### src/pkg/psc_pkg.sv
package psc_pkg;

  // ----------------------------------------------------------------
  // word layout
  // ----------------------------------------------------------------
  localparam int WORD_BITS = 6;
  localparam int POS_180 = 5;
  localparam int POS_90 = 4;
  localparam int POS_45 = 3;
  localparam int POS_22P5 = 2;
  localparam int POS_DUMMY_HIGH = 1;
  localparam int POS_DUMMY_LOW = 0;
  localparam int PHASE_BITS = 4;
  localparam int SYNC_STAGES = 2;

  // ----------------------------------------------------------------
  // reset values
  // ----------------------------------------------------------------
  localparam logic [5:0] WORD_RST = 6'h00;
  localparam logic [3:0] PHASE_RST = 4'h0;
  localparam logic [1:0] SYNC_RST = 2'h0;

  // ----------------------------------------------------------------
  // timing, for reference only: the controller keeps these
  // ----------------------------------------------------------------
  localparam int CLK_PERIOD_NS = 10;
  localparam int SCK_PERIOD_MIN_NS = 100;
  localparam int SCK_PERIOD_MIN_CYC = (SCK_PERIOD_MIN_NS + CLK_PERIOD_NS - 1) / CLK_PERIOD_NS;
  localparam int STROBE_SPACING_MIN_NS = 630;
  localparam int STROBE_SPACING_MIN_CYC = (STROBE_SPACING_MIN_NS + CLK_PERIOD_NS - 1) / CLK_PERIOD_NS;

  // ----------------------------------------------------------------
  // carriers
  // ----------------------------------------------------------------
  typedef struct packed {
    logic phase_bit_180;
    logic phase_bit_90;
    logic phase_bit_45;
    logic phase_bit_22p5;
  } psc_phase_s;

  // shared pins: 22.5 bit or strobe, dummy high or clock, dummy low or data
  typedef struct packed {
    logic pin_22p5_or_strobe;
    logic pin_dhigh_or_clock;
    logic pin_dlow_or_data;
  } psc_shared_s;

  typedef enum logic [2:0] {
    PSC_PARALLEL = 3'b001,
    PSC_SHIFT = 3'b010,
    PSC_LATCHED = 3'b100
  } psc_mode_e;

endpackage

### src/core/psc_sync.sv
`timescale 1ns/1ps
module psc_sync
  import psc_pkg::*;
(
  input wire logic clk, // system clock
  input wire logic rst_n, // async reset, active low
  input wire logic d, // asynchronous level
  output logic q // synchronised level
);

  logic [1:0] stage_reg;

  // two flops; only the second is read outside
  always_ff @(posedge clk or negedge rst_n) begin
    if (!rst_n) begin
      stage_reg <= SYNC_RST;
    end else begin
      stage_reg <= {stage_reg[0], d};
    end
  end

  assign q = stage_reg[1];

endmodule

### src/core/psc_ctrl.sv
`timescale 1ns/1ps
module psc_ctrl
  import psc_pkg::*;
(
  input wire logic clk, // system clock, 100 MHz
  input wire logic rst_n, // async reset, active low
  input wire logic serial_select, // high serial, low parallel
  input wire logic phase_bit_180, // parallel 180 degree bit
  input wire logic phase_bit_90, // parallel 90 degree bit
  input wire logic phase_bit_45, // parallel 45 degree bit
  input wire psc_shared_s shared_pins, // shared strobe/clock/data pins
  output logic serial_data_out, // daisy-chain output
  output psc_phase_s phase_state, // applied phase bits
  output logic serial_mode // high while serial mode is active
);

  // ----------------------------------------------------------------
  // input synchronisers
  // ----------------------------------------------------------------
  logic sel_s;
  logic p180_s;
  logic p90_s;
  logic p45_s;
  logic sh2_s;
  logic sh1_s;
  logic sh0_s;

  // select first: the meaning of every shared pin hangs on it
  psc_sync u_sel (
    .clk(clk),
    .rst_n(rst_n),
    .d(serial_select),
    .q(sel_s)
  );

  // parallel-only phase bits
  psc_sync u_p180 (
    .clk(clk),
    .rst_n(rst_n),
    .d(phase_bit_180),
    .q(p180_s)
  );

  psc_sync u_p90 (
    .clk(clk),
    .rst_n(rst_n),
    .d(phase_bit_90),
    .q(p90_s)
  );

  psc_sync u_p45 (
    .clk(clk),
    .rst_n(rst_n),
    .d(phase_bit_45),
    .q(p45_s)
  );

  // shared pins take one common latency, so clock and data stay in step
  psc_sync u_sh2 (
    .clk(clk),
    .rst_n(rst_n),
    .d(shared_pins.pin_22p5_or_strobe),
    .q(sh2_s)
  );

  psc_sync u_sh1 (
    .clk(clk),
    .rst_n(rst_n),
    .d(shared_pins.pin_dhigh_or_clock),
    .q(sh1_s)
  );

  psc_sync u_sh0 (
    .clk(clk),
    .rst_n(rst_n),
    .d(shared_pins.pin_dlow_or_data),
    .q(sh0_s)
  );

  // ----------------------------------------------------------------
  // pin roles by mode
  // ----------------------------------------------------------------
  logic latch_strobe;
  logic serial_clock;
  logic serial_data_in;
  logic dummy_bit_high;
  logic dummy_bit_low;

  // serial roles of the shared pins
  assign latch_strobe = sh2_s;
  assign serial_clock = sh1_s;
  assign serial_data_in = sh0_s;

  // parallel roles; the 22.5 bit is read straight from latch_strobe
  assign dummy_bit_high = sh1_s;
  assign dummy_bit_low = sh0_s;

  // ----------------------------------------------------------------
  // edge detection on the synchronised link
  // ----------------------------------------------------------------
  logic sclk_d_reg;
  logic strobe_d_reg;

  // previous clock level; reset low matches the parked idle level
  always_ff @(posedge clk or negedge rst_n) begin
    if (!rst_n) begin
      sclk_d_reg <= 1'b0;
    end else begin
      sclk_d_reg <= serial_clock;
    end
  end

  // previous strobe level
  always_ff @(posedge clk or negedge rst_n) begin
    if (!rst_n) begin
      strobe_d_reg <= 1'b0;
    end else begin
      strobe_d_reg <= latch_strobe;
    end
  end

  logic sclk_rise;
  logic strobe_rise;

  // clock masked while strobe high, so the word is safe during an update
  assign sclk_rise = sel_s && serial_clock && !sclk_d_reg && !latch_strobe;

  // strobe counts only in serial mode; in parallel it is the 22.5 bit
  assign strobe_rise = sel_s && latch_strobe && !strobe_d_reg;

  // ----------------------------------------------------------------
  // mode tracking
  // ----------------------------------------------------------------
  psc_mode_e mode_reg;
  psc_mode_e mode_next;

  // latched marks that a serial word has been applied at least once
  always_comb begin
    mode_next = mode_reg;
    unique case (mode_reg)
      PSC_PARALLEL: begin
        if (sel_s) begin
          mode_next = PSC_SHIFT;
        end
      end
      PSC_SHIFT: begin
        if (!sel_s) begin
          mode_next = PSC_PARALLEL;
        end else if (strobe_rise) begin
          mode_next = PSC_LATCHED;
        end
      end
      PSC_LATCHED: begin
        if (!sel_s) begin
          mode_next = PSC_PARALLEL;
        end
      end
      default: begin
        mode_next = PSC_PARALLEL;
      end
    endcase
  end

  always_ff @(posedge clk or negedge rst_n) begin
    if (!rst_n) begin
      mode_reg <= PSC_PARALLEL;
    end else begin
      mode_reg <= mode_next;
    end
  end

  // ----------------------------------------------------------------
  // shift register and daisy chain
  // ----------------------------------------------------------------
  logic [5:0] shift_reg;
  logic [5:0] shift_next;

  // msb arrives first, so after six clocks it sits in bit 5;
  // anything beyond six bits pushes the oldest out of the chain end
  always_comb begin
    shift_next = shift_reg;
    if (sclk_rise) begin
      shift_next = {shift_reg[WORD_BITS-2:0], serial_data_in};
    end
  end

  // power-up content carries no meaning; cleared only for a clean start
  always_ff @(posedge clk or negedge rst_n) begin
    if (!rst_n) begin
      shift_reg <= WORD_RST;
    end else begin
      shift_reg <= shift_next;
    end
  end

  // ----------------------------------------------------------------
  // phase state
  // ----------------------------------------------------------------
  logic [3:0] latch_reg;
  logic [3:0] latch_next;
  logic [3:0] par_word;

  // parallel pins in weight order, 22.5 bit on the shared strobe pin
  assign par_word = {p180_s, p90_s, p45_s, latch_strobe};

  // applied word: a strobe copies the upper four shift bits, dummies dropped;
  // parallel mode keeps it in step with the pins, so entering serial mode
  // holds the last parallel phase instead of an old serial word
  always_comb begin
    latch_next = latch_reg;
    if (!sel_s) begin
      latch_next = par_word;
    end else if (strobe_rise) begin
      latch_next = shift_reg[POS_180:POS_22P5];
    end
  end

  // no defined power-up word; zero until a strobe or parallel mode
  always_ff @(posedge clk or negedge rst_n) begin
    if (!rst_n) begin
      latch_reg <= PHASE_RST;
    end else begin
      latch_reg <= latch_next;
    end
  end

  psc_phase_s phase_reg;
  psc_phase_s phase_next;
  logic sdo_reg;
  logic mode_out_reg;

  // outputs registered; parallel path adds one clock after sync,
  // the closest to combinational a registered output can get
  always_comb begin
    phase_next = phase_reg;
    if (!sel_s) begin
      phase_next = par_word;
    end else if (strobe_rise) begin
      phase_next = shift_reg[POS_180:POS_22P5];
    end else if (mode_reg != PSC_PARALLEL) begin
      phase_next = latch_reg;
    end
  end

  // phase state register
  always_ff @(posedge clk or negedge rst_n) begin
    if (!rst_n) begin
      phase_reg <= PHASE_RST;
    end else begin
      phase_reg <= phase_next;
    end
  end

  // ----------------------------------------------------------------
  // serial chain and mode flag
  // ----------------------------------------------------------------
  // chain end: the bit that entered six serial clocks ago
  always_ff @(posedge clk or negedge rst_n) begin
    if (!rst_n) begin
      sdo_reg <= 1'b0;
    end else begin
      sdo_reg <= shift_reg[WORD_BITS-1];
    end
  end

  // mode flag mirrors the synchronised select, not the raw pin
  always_ff @(posedge clk or negedge rst_n) begin
    if (!rst_n) begin
      mode_out_reg <= 1'b0;
    end else begin
      mode_out_reg <= sel_s;
    end
  end

  // ----------------------------------------------------------------
  // dummy pins
  // ----------------------------------------------------------------
  // dummy values are accepted and deliberately unused
  logic unused_dummies;
  assign unused_dummies = dummy_bit_high ^ dummy_bit_low;

  // ports come straight from the flops above
  assign phase_state = phase_reg;
  assign serial_data_out = sdo_reg;
  assign serial_mode = mode_out_reg;

endmodule

### config.mk
export PLATFORM = sky130hd
export DESIGN_NAME = psc_ctrl
export DESIGN_NICKNAME = d
export VERILOG_FILES = /design/src/pkg/psc_pkg.sv /design/src/core/psc_sync.sv /design/src/core/psc_ctrl.sv
export SDC_FILE = /design/constraint.sdc
export NUM_CORES = 1
export LEC_CHECK = 0
export ABC_CLOCK_PERIOD_IN_PS = 1820
export BUFFER_PORTS_ARGS = -buffer_cell sky130_fd_sc_hd__buf_2
export CORE_MARGIN = 2
export CORE_UTILIZATION = 30
export DETAILED_ROUTE_END_ITERATION = 10
export PLACE_DENSITY = 0.55
export SLEW_MARGIN = 20
export SYNTH_ARGS = -nofsm -noshare
export SYNTH_HDL_FRONTEND = slang
export SYNTH_SLANG_ARGS = --single-unit
### constraint.sdc
create_clock -name clk -period 1.82 [get_ports clk]
set_input_delay 0.182 -clock clk [delete_from_list [all_inputs] [get_ports clk]]
set_output_delay 0.182 -clock clk [all_outputs]
set_load 0.01 [all_outputs]
==> qor.yml, run 1 <==
stdcell_count: 155
syn_avg_cell_area_sq_um: 16.3
slew_headroom_pct: 51.6
grt_start_max_net_pins: 36
grt_pass1_vias: 741
port_buffers: 14
core-area_sq_um: 4030
reg2reg_slack_ns: 0.33
netlist_top_cells_area: "dfrtp_1 (67%), mux2_4 (7.1%), mux2_2 (2.7%)"
clock_latency_ns: 0.28
place_congestion: 0.687
crit_path_end_kind: "flop"
cts_resized: 0
wl_per_cell_microns: 12.0
syn_nets: 87
setup_tns_ns: 0
route.vias.total: 678
drive_above_1_share_pct: 33.3
r2r_cells: 2
die-area_sq_um: 4770
skew_ns: 0.00731
post-cts-setup-buffer-count: 0
grt_usage_pct: 9.22
dp.cells: 140
path_max_fanout: 11
num_rows: 23
status: "finished clean"
cts_root_buffer: "clkbuf_8"
netlist_area_sq_um: 1270
fmax_mhz: 669
hp-class: "flop to flop"
leakage_nw: 0.717
holdBufCountCts: 8
critical_path.endpoint: "shift_reg[1]$_DFFE_PN0P_"
drtIter0Drc: 9
slew_violations: 0
die_h_microns: 69.0
clkSinkCount: 35
detail-route-antenna-nets: 0
htreeDepth: 2
hold_viol: 0
ys_seq_area_share_pct: 69.1
hpwl_microns: 1200
hold_depth: 0
synth_top_area_share_pct: 67.1
layout_min_cycle_time_ns: 1.49
start_kind: "flop"
cts_buffer_depth: 2
first_pass_iters: 4
grt_first_pass_wirelength_microns: 3310
antenna_found_initial: 0
ys_ff_latch: 35
ys_async_sr_fraction_pct: 100
ir_drop_uv: 558
required_ns: 1.99
die_w_microns: 69.0
numCtsBuffers: 5
syn_inst: 78
tritoncts: "built"
syn_to_final_growth_pct: 21.9
path_clk_slew_ns: 0.06
drv_cap: 0
crit_type: "flop to flop"
largest_reg_flops: 6
finalNetCount: 114
yosys_warnings: 0
setup_viol: 0
initial_utilization_pct: 31.5
final.period_utilization_pct: 82.1
drt-total-wl_microns: 1860
synth_area_leader_cell: "dfrtp_1"
diodes: 0
arrival_ns: 1.66
synth_flop_cell: "dfrtp_1"
p_per_area_nw_per_um2: 1090
grt-ovfl-total: 0
avgViaCountPerCell: 4.37
reg2reg_from: "u_sel.stage_reg[1]$_DFF_PN0_"
rsz0062_at_grt: "false"
rr_endpoint: "shift_reg[1]$_DFFE_PN0P_"
synth-edff-count: 0
io_pins: 15
tightest_slew_ns: 0.727
ys_types: 24
crit_start: "u_sel.stage_reg[1]$_DFF_PN0_"
drc: 0
==> cells in the mapped netlist, types with 2 or more instances <==
master	instances
a21oi_1	2
and4bb_1	2
buf_6	2
dfrtp_1	34
inv_1	4
mux2_2	3
mux2_4	6
nand2_1	3
nand4b_1	3
nor3b_1	3
o221ai_1	3
==> worst max-delay path, cell delays in order, from the launching register on <==
cell	delay, ns
dfrtp_1	0.55
and4bb_1	0.49
mux2_4	0.34
==> worst min-delay path by stage <==
stage                                       start                             to
floorplan                                   rst_n       latch_reg[0]$_DFFE_PN0P_
global placement                            rst_n   u_sh0.stage_reg[0]$_DFF_PN0_
detailed placement                          rst_n   u_sh0.stage_reg[0]$_DFF_PN0_
CTS                  u_sh2.stage_reg[0]$_DFF_PN0_   u_sh2.stage_reg[1]$_DFF_PN0_
global route        u_p180.stage_reg[0]$_DFF_PN0_  u_p180.stage_reg[1]$_DFF_PN0_
finish               u_sh2.stage_reg[0]$_DFF_PN0_   u_sh2.stage_reg[1]$_DFF_PN0_
==> routing by layer <==
layer	vias to the layer above	wire (microns)	track usage [%]
li1	328	-	-
met1	329	836	9.98
met2	16	872	14.0
met3	5	83	4.53
met4	0	62	6.54
met5	-	0	0
==> area by class of cell <==
class / count / area (sq um)
Clock inverter: 1 / 5.00
Sequential cell: 35 / 877
Multi-Input combinational cell: 36 / 347
Clock buffer: 6 / 82.6
Fill cell: 392 / 2480
Tap cell: 50 / 62.6
Inverter: 4 / 15.0
Timing Repair Buffer: 23 / 158
==> cell usage in the layout (no fill, tap or decap) <==
cell / instances
a21oi_1: 2
a311oi_2: 1
and2b_1: 1
and2b_2: 1
and4bb_1: 2
buf_2: 14
buf_4: 1
clkbuf_8: 6
clkinv_2: 1
dfrtp_1: 34
dfstp_2: 1
dlygate4sd3_1: 8
inv_1: 4
mux2_1: 1
mux2_2: 3
mux2_4: 6
mux2i_1: 1
nand2_1: 3
nand2b_1: 1
nand4b_1: 3
nand4b_2: 1
nor2b_1: 1
nor3b_1: 3
o211ai_1: 1
o21ai_0: 1
o221ai_1: 3
xor2_1: 1
==> per-stage QoR <==
step	worst slack, ns	power (mW)	hold slack, ns	util [%]	area [sq um]
6_report	0.326	1.69	0.348	38.4	1550
4_1_cts	0.323	1.72	0.350	38.4	1550
5_1_grt	0.244	1.78	0.358	38.4	1550
3_3_place_gp	0.380	1.14	0.284	34.2	1380
2_1_floorplan	0.534	1.07	-0.114	-	1270
3_5_place_dp	0.328	1.15	0.289	34.2	1380
==> logic make-up (layout without fill, tap and decap cells) <==
kind of cell / after synthesis / after routing / share of synthesized area [%]
flip-flops: 35 / 35 / 69.1
AND/OR/NAND/NOR: 16 / 16 / 10.2
multiplexers: 11 / 11 / 11.4
AO/OA/AOI/OAI: 8 / 8 / 5.03
buffers and inverters: 7 / 34 / 3.55
XOR/XNOR: 1 / 1 / 0.690
==> report_power, final <==
| part | switching, mW | internal [mW] |
|---|---|---|
| Combinational | 0.0776 | 0.127 |
| Sequential | 0.0618 | 0.873 |
| Clock | 0.253 | 0.296 |
Power figures use the tool's default switching activity.
==> run 2: changes to the inputs <==
ABC_AREA = 1   (was default)
ABC_CLOCK_PERIOD_IN_PS = 1300   (was 1820)
PLACE_DENSITY = 0.56   (was 0.55)
clock period = 1.3 ns   (was 1.82 ns; I/O delays follow)
==> run 2 against run 1 <==
  * Die area up 2.4%
  * Power grew 66%
  * Combinational power rose to 2.8 times the previous value
  * Clock-buffer cell count stayed put
  * Non-clock buffer count up 1
  * Design area rose by 4.9%
  * Clock power is 49% higher
  * Flip-flop and latch count unchanged
  * Global-route usage grew 0.73 points
  * Worst hold slack lost 0.040 ns
  * Utilization rose by 1.3 points
==> qor.yml, run 2 <==
status: "finished clean"
internal_power_mw: 1.93  # +49%
synth_flop_cell: "dfrtp_1"
syn_nets: 128  # +47%
path_max_fanout: 12  # +1
final.period_utilization_pct: 91.9  # +9.8 points
rr_endpoint: "shift_reg[1]$_DFFE_PN0P_"
drtIter0Drc: 22  # +13
synth_top_area_share_pct: 65.4  # -1.7 points
p_per_area_nw_per_um2: 1720  # +58%
synth_area_leader_cell: "dfrtp_1"
route.vias.total: 865  # +28%
hold_viol: 0  # unchanged
pwr-share-clk_pct: 29.3  # -3.2 points
drt-total-wl_microns: 2130  # +15%
reg2reg_from: "u_sh2.stage_reg[1]$_DFF_PN0_"
fmax_mhz: 837  # +25%
ir_drop_uv: 891  # +60%
ys_ff_latch: 35  # unchanged
place_area_sq_um: 1440  # +4.6%
layout_setup_ws_ns: 0.105  # -0.221 ns
power_frac_seq_pct: 50.2  # -5.2 points
cts_root_buffer: "clkbuf_8"
netlist_top_cells_area: "dfrtp_1 (65%), nand2_1 (9.8%), nand3_2 (3.8%)"
seqCellArea_sq_um: 877  # unchanged
hp-class: "input port to asynchronous set/reset pin"
cts_resized: 0  # unchanged
fin_area_sq_um: 1620  # +4.9%
port_buffers: 14  # unchanged
place_congestion: 0.670  # -2.5%
hpwl_microns: 1460  # +21%
detail-route-antenna-nets: 0  # unchanged
syn_inst: 119  # +53%
largest_reg_flops: 6  # unchanged
finalNetCount: 157  # +38%
grt_first_pass_wirelength_microns: 3800  # +15%
fill_cells: 407  # +3.8%
netlist_area_sq_um: 1300  # +2.6%
reg2reg_slack_ns: 0.10  # -0.22 ns
r2r_cells: 4  # +2
die-area_sq_um: 4880  # +2.4%
syn_avg_cell_area_sq_um: 10.9  # -33%
ys_types: 20  # -17%
cts_buffer_depth: 2  # unchanged
holdWs_ns: 0.308  # -0.0400 ns
num_rows: 23  # unchanged
grt-ovfl-total: 0  # unchanged
io_pins: 15  # unchanged
power_switching_mw: 0.868  # +120%
final_cell_mix: "nand2_1 (34), dfrtp_1 (34), buf_2 (14), inv_1 (11), dlygate4sd3_1 (8)"
combPwrFrac_pct: 20.5  # +8.4 points
clock_latency_ns: 0.29  # about the same
crit_type: "flop to flop"
multi_input_area_sq_um: 357  # +2.9%
required_ns: 1.47  # -0.52 ns
skew_ns: 0.00552  # -0.00180 ns
slew_headroom_pct: 72.5  # +21 points
ys_async_sr_fraction_pct: 100  # unchanged
syn_to_final_growth_pct: 24.6
yosys_warnings: 0  # unchanged
slew_violations: 0  # unchanged
synth_commonest_cells: "dfrtp_1 (34), nand2_1 (34), inv_1 (11)"
crit_path_end_kind: "flop"
antenna_found_initial: 0  # unchanged
initial_utilization_pct: 31.8  # +0.35 points
setup_tns_ns: 0  # unchanged
setup_viol: 0  # unchanged
drc: 0  # unchanged
path_clk_slew_ns: 0.07  # about the same
diodes: 0  # unchanged
numCtsBuffers: 5  # unchanged
die_w_microns: 69.9  # +1.2%
pre_cts_slack_ns: 0.106  # -0.222 ns
tightest_slew_ns: 0.413  # -0.314 ns
wl_per_cell_microns: 10.7  # -11%
drive_above_1_share_pct: 26.8  # -6.5 points
avgViaCountPerCell: 4.35  # -0.63%
ys_seq_area_share_pct: 67.4  # -1.7 points
grt_pass1_vias: 885  # +19%
rsz0062_at_grt: "false"
die_h_microns: 69.9  # +1.2%
clkSinkCount: 35  # unchanged
grt_start_max_net_pins: 19  # -47%
swShare_pct: 31.0  # +7.8 points
layout_min_cycle_time_ns: 1.20  # -0.299 ns
arrival_ns: 1.36  # -0.30 ns
drv_cap: 0  # unchanged
start_kind: "flop"
htreeDepth: 2  # unchanged
synth-edff-count: 0  # unchanged
tritoncts: "built"
first_pass_iters: 4  # unchanged
leakage_nw: 0.825  # +15%
grt_usage_pct: 9.96  # +0.73 points
core-area_sq_um: 4090  # +1.4%
## run 2: kinds of logic after synthesis
family | share of synthesized area, %
AOI/OAI and AO/OA | 5.58
buffers and inverters | 5.19
DFF | 67.4
and+or+nand+nor | 21.8
## run 2: final cells by class
type	instances	area share (%)
sequential	35	54.1
multi-input combinational	69	22.0
timing repair buffer	24	11.0
clock buffer	6	5.09
tap	50	3.86
inverter	13	3.01
clock inverter	2	1.00
## run 2: power groups by stage
stage                     Sequential, mW  Combinational [mW]  Clock, mW
after global placement              1.41               0.530          0
after global routing                1.42               0.662      0.898
after detailed placement            1.42               0.553          0
after CTS                           1.40               0.578      0.844
after floorplan                     1.41               0.381          0
final                               1.40               0.574      0.820
## run 2: worst max-delay path, cell delays in order (launching register included)
cell and delay, ns:
dfrtp_1 0.48, nor2_2 0.15, nand3_2 0.21, nor2_1 0.19
a21oi_2 0.04
## run 2: how the worst max path moves through the flow
| stage | end | slack, ns | startpoint |
|---|---|---|---|
| floorplan | phase_state[0]$_DFFE_PN0P_ | 0.24 | mode_reg[0]$_DFFE_PN1P_ |
| global placement | phase_state[0]$_DFFE_PN0P_ | 0.17 | u_sel.stage_reg[1]$_DFF_PN0_ |
| detailed placement | shift_reg[1]$_DFFE_PN0P_ | 0.11 | u_sh2.stage_reg[1]$_DFF_PN0_ |
| CTS | shift_reg[1]$_DFFE_PN0P_ | 0.09 | u_sh2.stage_reg[1]$_DFF_PN0_ |
| global route | phase_state[3]$_DFFE_PN0P_ | 0.01 | u_sel.stage_reg[1]$_DFF_PN0_ |
| finish | shift_reg[1]$_DFFE_PN0P_ | 0.10 | u_sh2.stage_reg[1]$_DFF_PN0_ |
## run 2: timing repair
action                                 CTS  global route
setup buffers                            0             0
hold buffers                             8             0
endpoints found under the hold margin   24             0
## run 2: metal layers
| metal | vias up | track usage [%] | routed length (microns) |
|---|---|---|---|
| met5 | - | 0 | 0 |
| met4 | 0 | 3.85 | 38 |
| met3 | 5 | 4.91 | 97 |
| met2 | 19 | 15.2 | 1010 |
| met1 | 405 | 12.1 | 981 |
| li1 | 436 | - | - |
## run 2: per-stage QoR
| step | util (%) | total power [mW] | std cells |
|---|---|---|---|
| 2_1_floorplan | - | 1.79 | 119 |
| 3_3_place_gp | 35.3 | 1.94 | 183 |
| 3_5_place_dp | 35.3 | 1.97 | 183 |
| 4_1_cts | 39.7 | 2.82 | 199 |
| 5_1_grt | 39.7 | 2.98 | 199 |
| 6_report | 39.7 | 2.80 | 199 |
==> run 3: changes to the inputs <==
ABC_AREA = default   (was 1)
==> run 3 against run 2 <==
  * Power fell by 12%
  * Routed wire length is 4.4% lower
  * Sequential share of layout area is 2.0 points lower
  * Critical endpoint is now phase_state[0]$_DFFE_PN0P_
  * Largest power group unchanged
==> qor.yml, run 3 (same netlist as run 1, synthesis figures left out) <==
p_per_area_nw_per_um2: 1460  # -15%
seqCellArea_sq_um: 878  # +0.14%
detail-route-antenna-nets: 0  # unchanged
die-area_sq_um: 4770  # -2.4%
r2r_cells: 3  # -1
hpwl_microns: 1370  # -6.2%
hold_viol: 0  # unchanged
start_kind: "flop"
num_rows: 23  # unchanged
syn_to_final_growth_pct: 32.9
drtIter0Drc: 5  # -77%
final_common_cell: "dfrtp_1"
die_h_microns: 69.0  # -1.2%
skew_ns: 0.00216  # -0.00336 ns
port_buffers: 14  # unchanged
place_congestion: 0.776  # +16%
largest_reg_flops: 6  # unchanged
grt_pass1_vias: 787  # -11%
final_cell_mix: "dfrtp_1 (33), buf_2 (14), buf_4 (10), dlygate4sd3_1 (8), mux2_4 (7)"
rsz0062_at_grt: "true"
dp.cells: 150  # -18%
tritoncts: "built"
drive_above_1_share_pct: 47.0  # +20 points
drc: 0  # unchanged
leakage_nw: 0.788  # -4.6%
fmax_mhz: 788  # -5.8%
multi_input_area_sq_um: 390  # +9.5%
grt_usage_pct: 9.26  # -0.70 points
antenna_found_initial: 0  # unchanged
io_pins: 15  # unchanged
path_clk_slew_ns: 0.07  # about the same
htreeDepth: 2  # unchanged
crit_type: "flop to flop"
finalNetCount: 125  # -20%
layout_min_cycle_time_ns: 1.27  # +0.0739 ns
avgViaCountPerCell: 4.47  # +2.9%
fin_util_pct: 41.9  # +2.2 points
first_pass_iters: 4  # unchanged
path_max_fanout: 4  # -8
numCtsBuffers: 5  # unchanged
clkSinkCount: 35  # unchanged
initial_utilization_pct: 31.5  # -0.35 points
stdcell_count: 167  # -16%
ir_drop_uv: 973  # +9.2%
die_w_microns: 69.0  # -1.2%
final.period_utilization_pct: 97.6  # +5.7 points
drv_cap: 0  # unchanged
clock_latency_ns: 0.29  # about the same
arrival_ns: 1.45  # +0.09 ns
route.vias.total: 747  # -14%
tightest_slew_ns: 0.402  # -0.0110 ns
setup_viol: 0  # unchanged
hp-class: "input port to asynchronous set/reset pin"
diodes: 0  # unchanged
slew_violations: 0  # unchanged
cts_buffer_depth: 2  # unchanged
fill_cells: 372  # -8.6%
required_ns: 1.48  # about the same
holdWs_ns: 0.304  # -0.00365 ns
core-area_sq_um: 4030  # -1.4%
status: "finished clean"
cts_root_buffer: "clkbuf_8"
drt-total-wl_microns: 2030  # -4.4%
grt_start_max_net_pins: 21  # +2
grt-ovfl-total: 0  # unchanged
grt_first_pass_wirelength_microns: 3510  # -7.5%
slew_headroom_pct: 73.2  # +0.73 points
wl_per_cell_microns: 12.2  # +14%
crit_path_end_kind: "flop"
-- run 3: cell types whose count changed in the layout (fill, tap and decap cells not counted), moves of 5 or more --
cell and change:
mux2_4 +7, nand2_1 -31, inv_1 -7, nand3_2 -5, nand3_1 -6, nor2_1 -6
buf_4 +9, o21ai_1 -5
-- run 3: final cells by class --
type                            count  share of cell area [%]
Sequential cell                    35                    52.1
Multi-Input combinational cell     36                    23.1
Timing Repair Buffer               34                    14.7
Clock buffer                        5                    4.08
Tap cell                           50                    3.71
Clock inverter                      3                    1.41
Inverter                            4                   0.890
-- run 3: layer usage --
metal	part of all wire (%)	vias to the layer above	track usage (%)
met1	45	370	10.3
met5	0	-	0
met2	49	20	15.8
met3	4.2	5	3.22
met4	2.0	0	4.36
li1	-	352	-
-- run 3: repair_timing --
item,CTS,global route
hold endpoints to repair,24,0
cloned,0,0
pin swaps,0,1
setup endpoints to repair,2,4
gates resized for setup,2,9
hold buffers,8,0
buffers inserted,0,1
-- run 3: per-stage QoR --
stage	total power [mW]	setup TNS (ns)	setup WS (ns)	area [sq um]
floorplan	1.50	0	0.0140	1270
global route	2.59	-0.00307	-0.00307	1690
global placement	1.62	0	0.0236	1450
detailed placement	1.63	-0.00136	-0.00136	1450
finish	2.46	0	0.0310	1690
CTS	2.47	0	0.00695	1640
-- run 3: power by group --
group	switching (mW)	internal, mW
clock	0.417	0.383
sequential	0.0754	1.22
combinational	0.142	0.224
-- run 3: path summary, 6_finish.rpt --
check | from | slack [ns] | to
worst min register to register | u_p180.stage_reg[0]$_DFF_PN0_ | 0.35 | u_p180.stage_reg[1]$_DFF_PN0_
max in group asynchronous | rst_n | 0.52 | shift_reg[3]$_DFFE_PN0P_
worst min-delay path | rst_n | 0.30 | u_sel.stage_reg[0]$_DFF_PN0_
worst max-delay path | mode_reg[0]$_DFFE_PN1P_ | 0.03 | phase_state[0]$_DFFE_PN0P_
worst max register to register | mode_reg[0]$_DFFE_PN1P_ | 0.03 | phase_state[0]$_DFFE_PN0P_
min in group clk | u_p180.stage_reg[0]$_DFF_PN0_ | 0.35 | u_p180.stage_reg[1]$_DFF_PN0_
-- run 3: worst max-delay path, cell delays in order (launching register included) --
cell	delay, ns
dfstp_2	0.53
and2b_2	0.18
nand4b_4	0.14
mux2_4	0.31
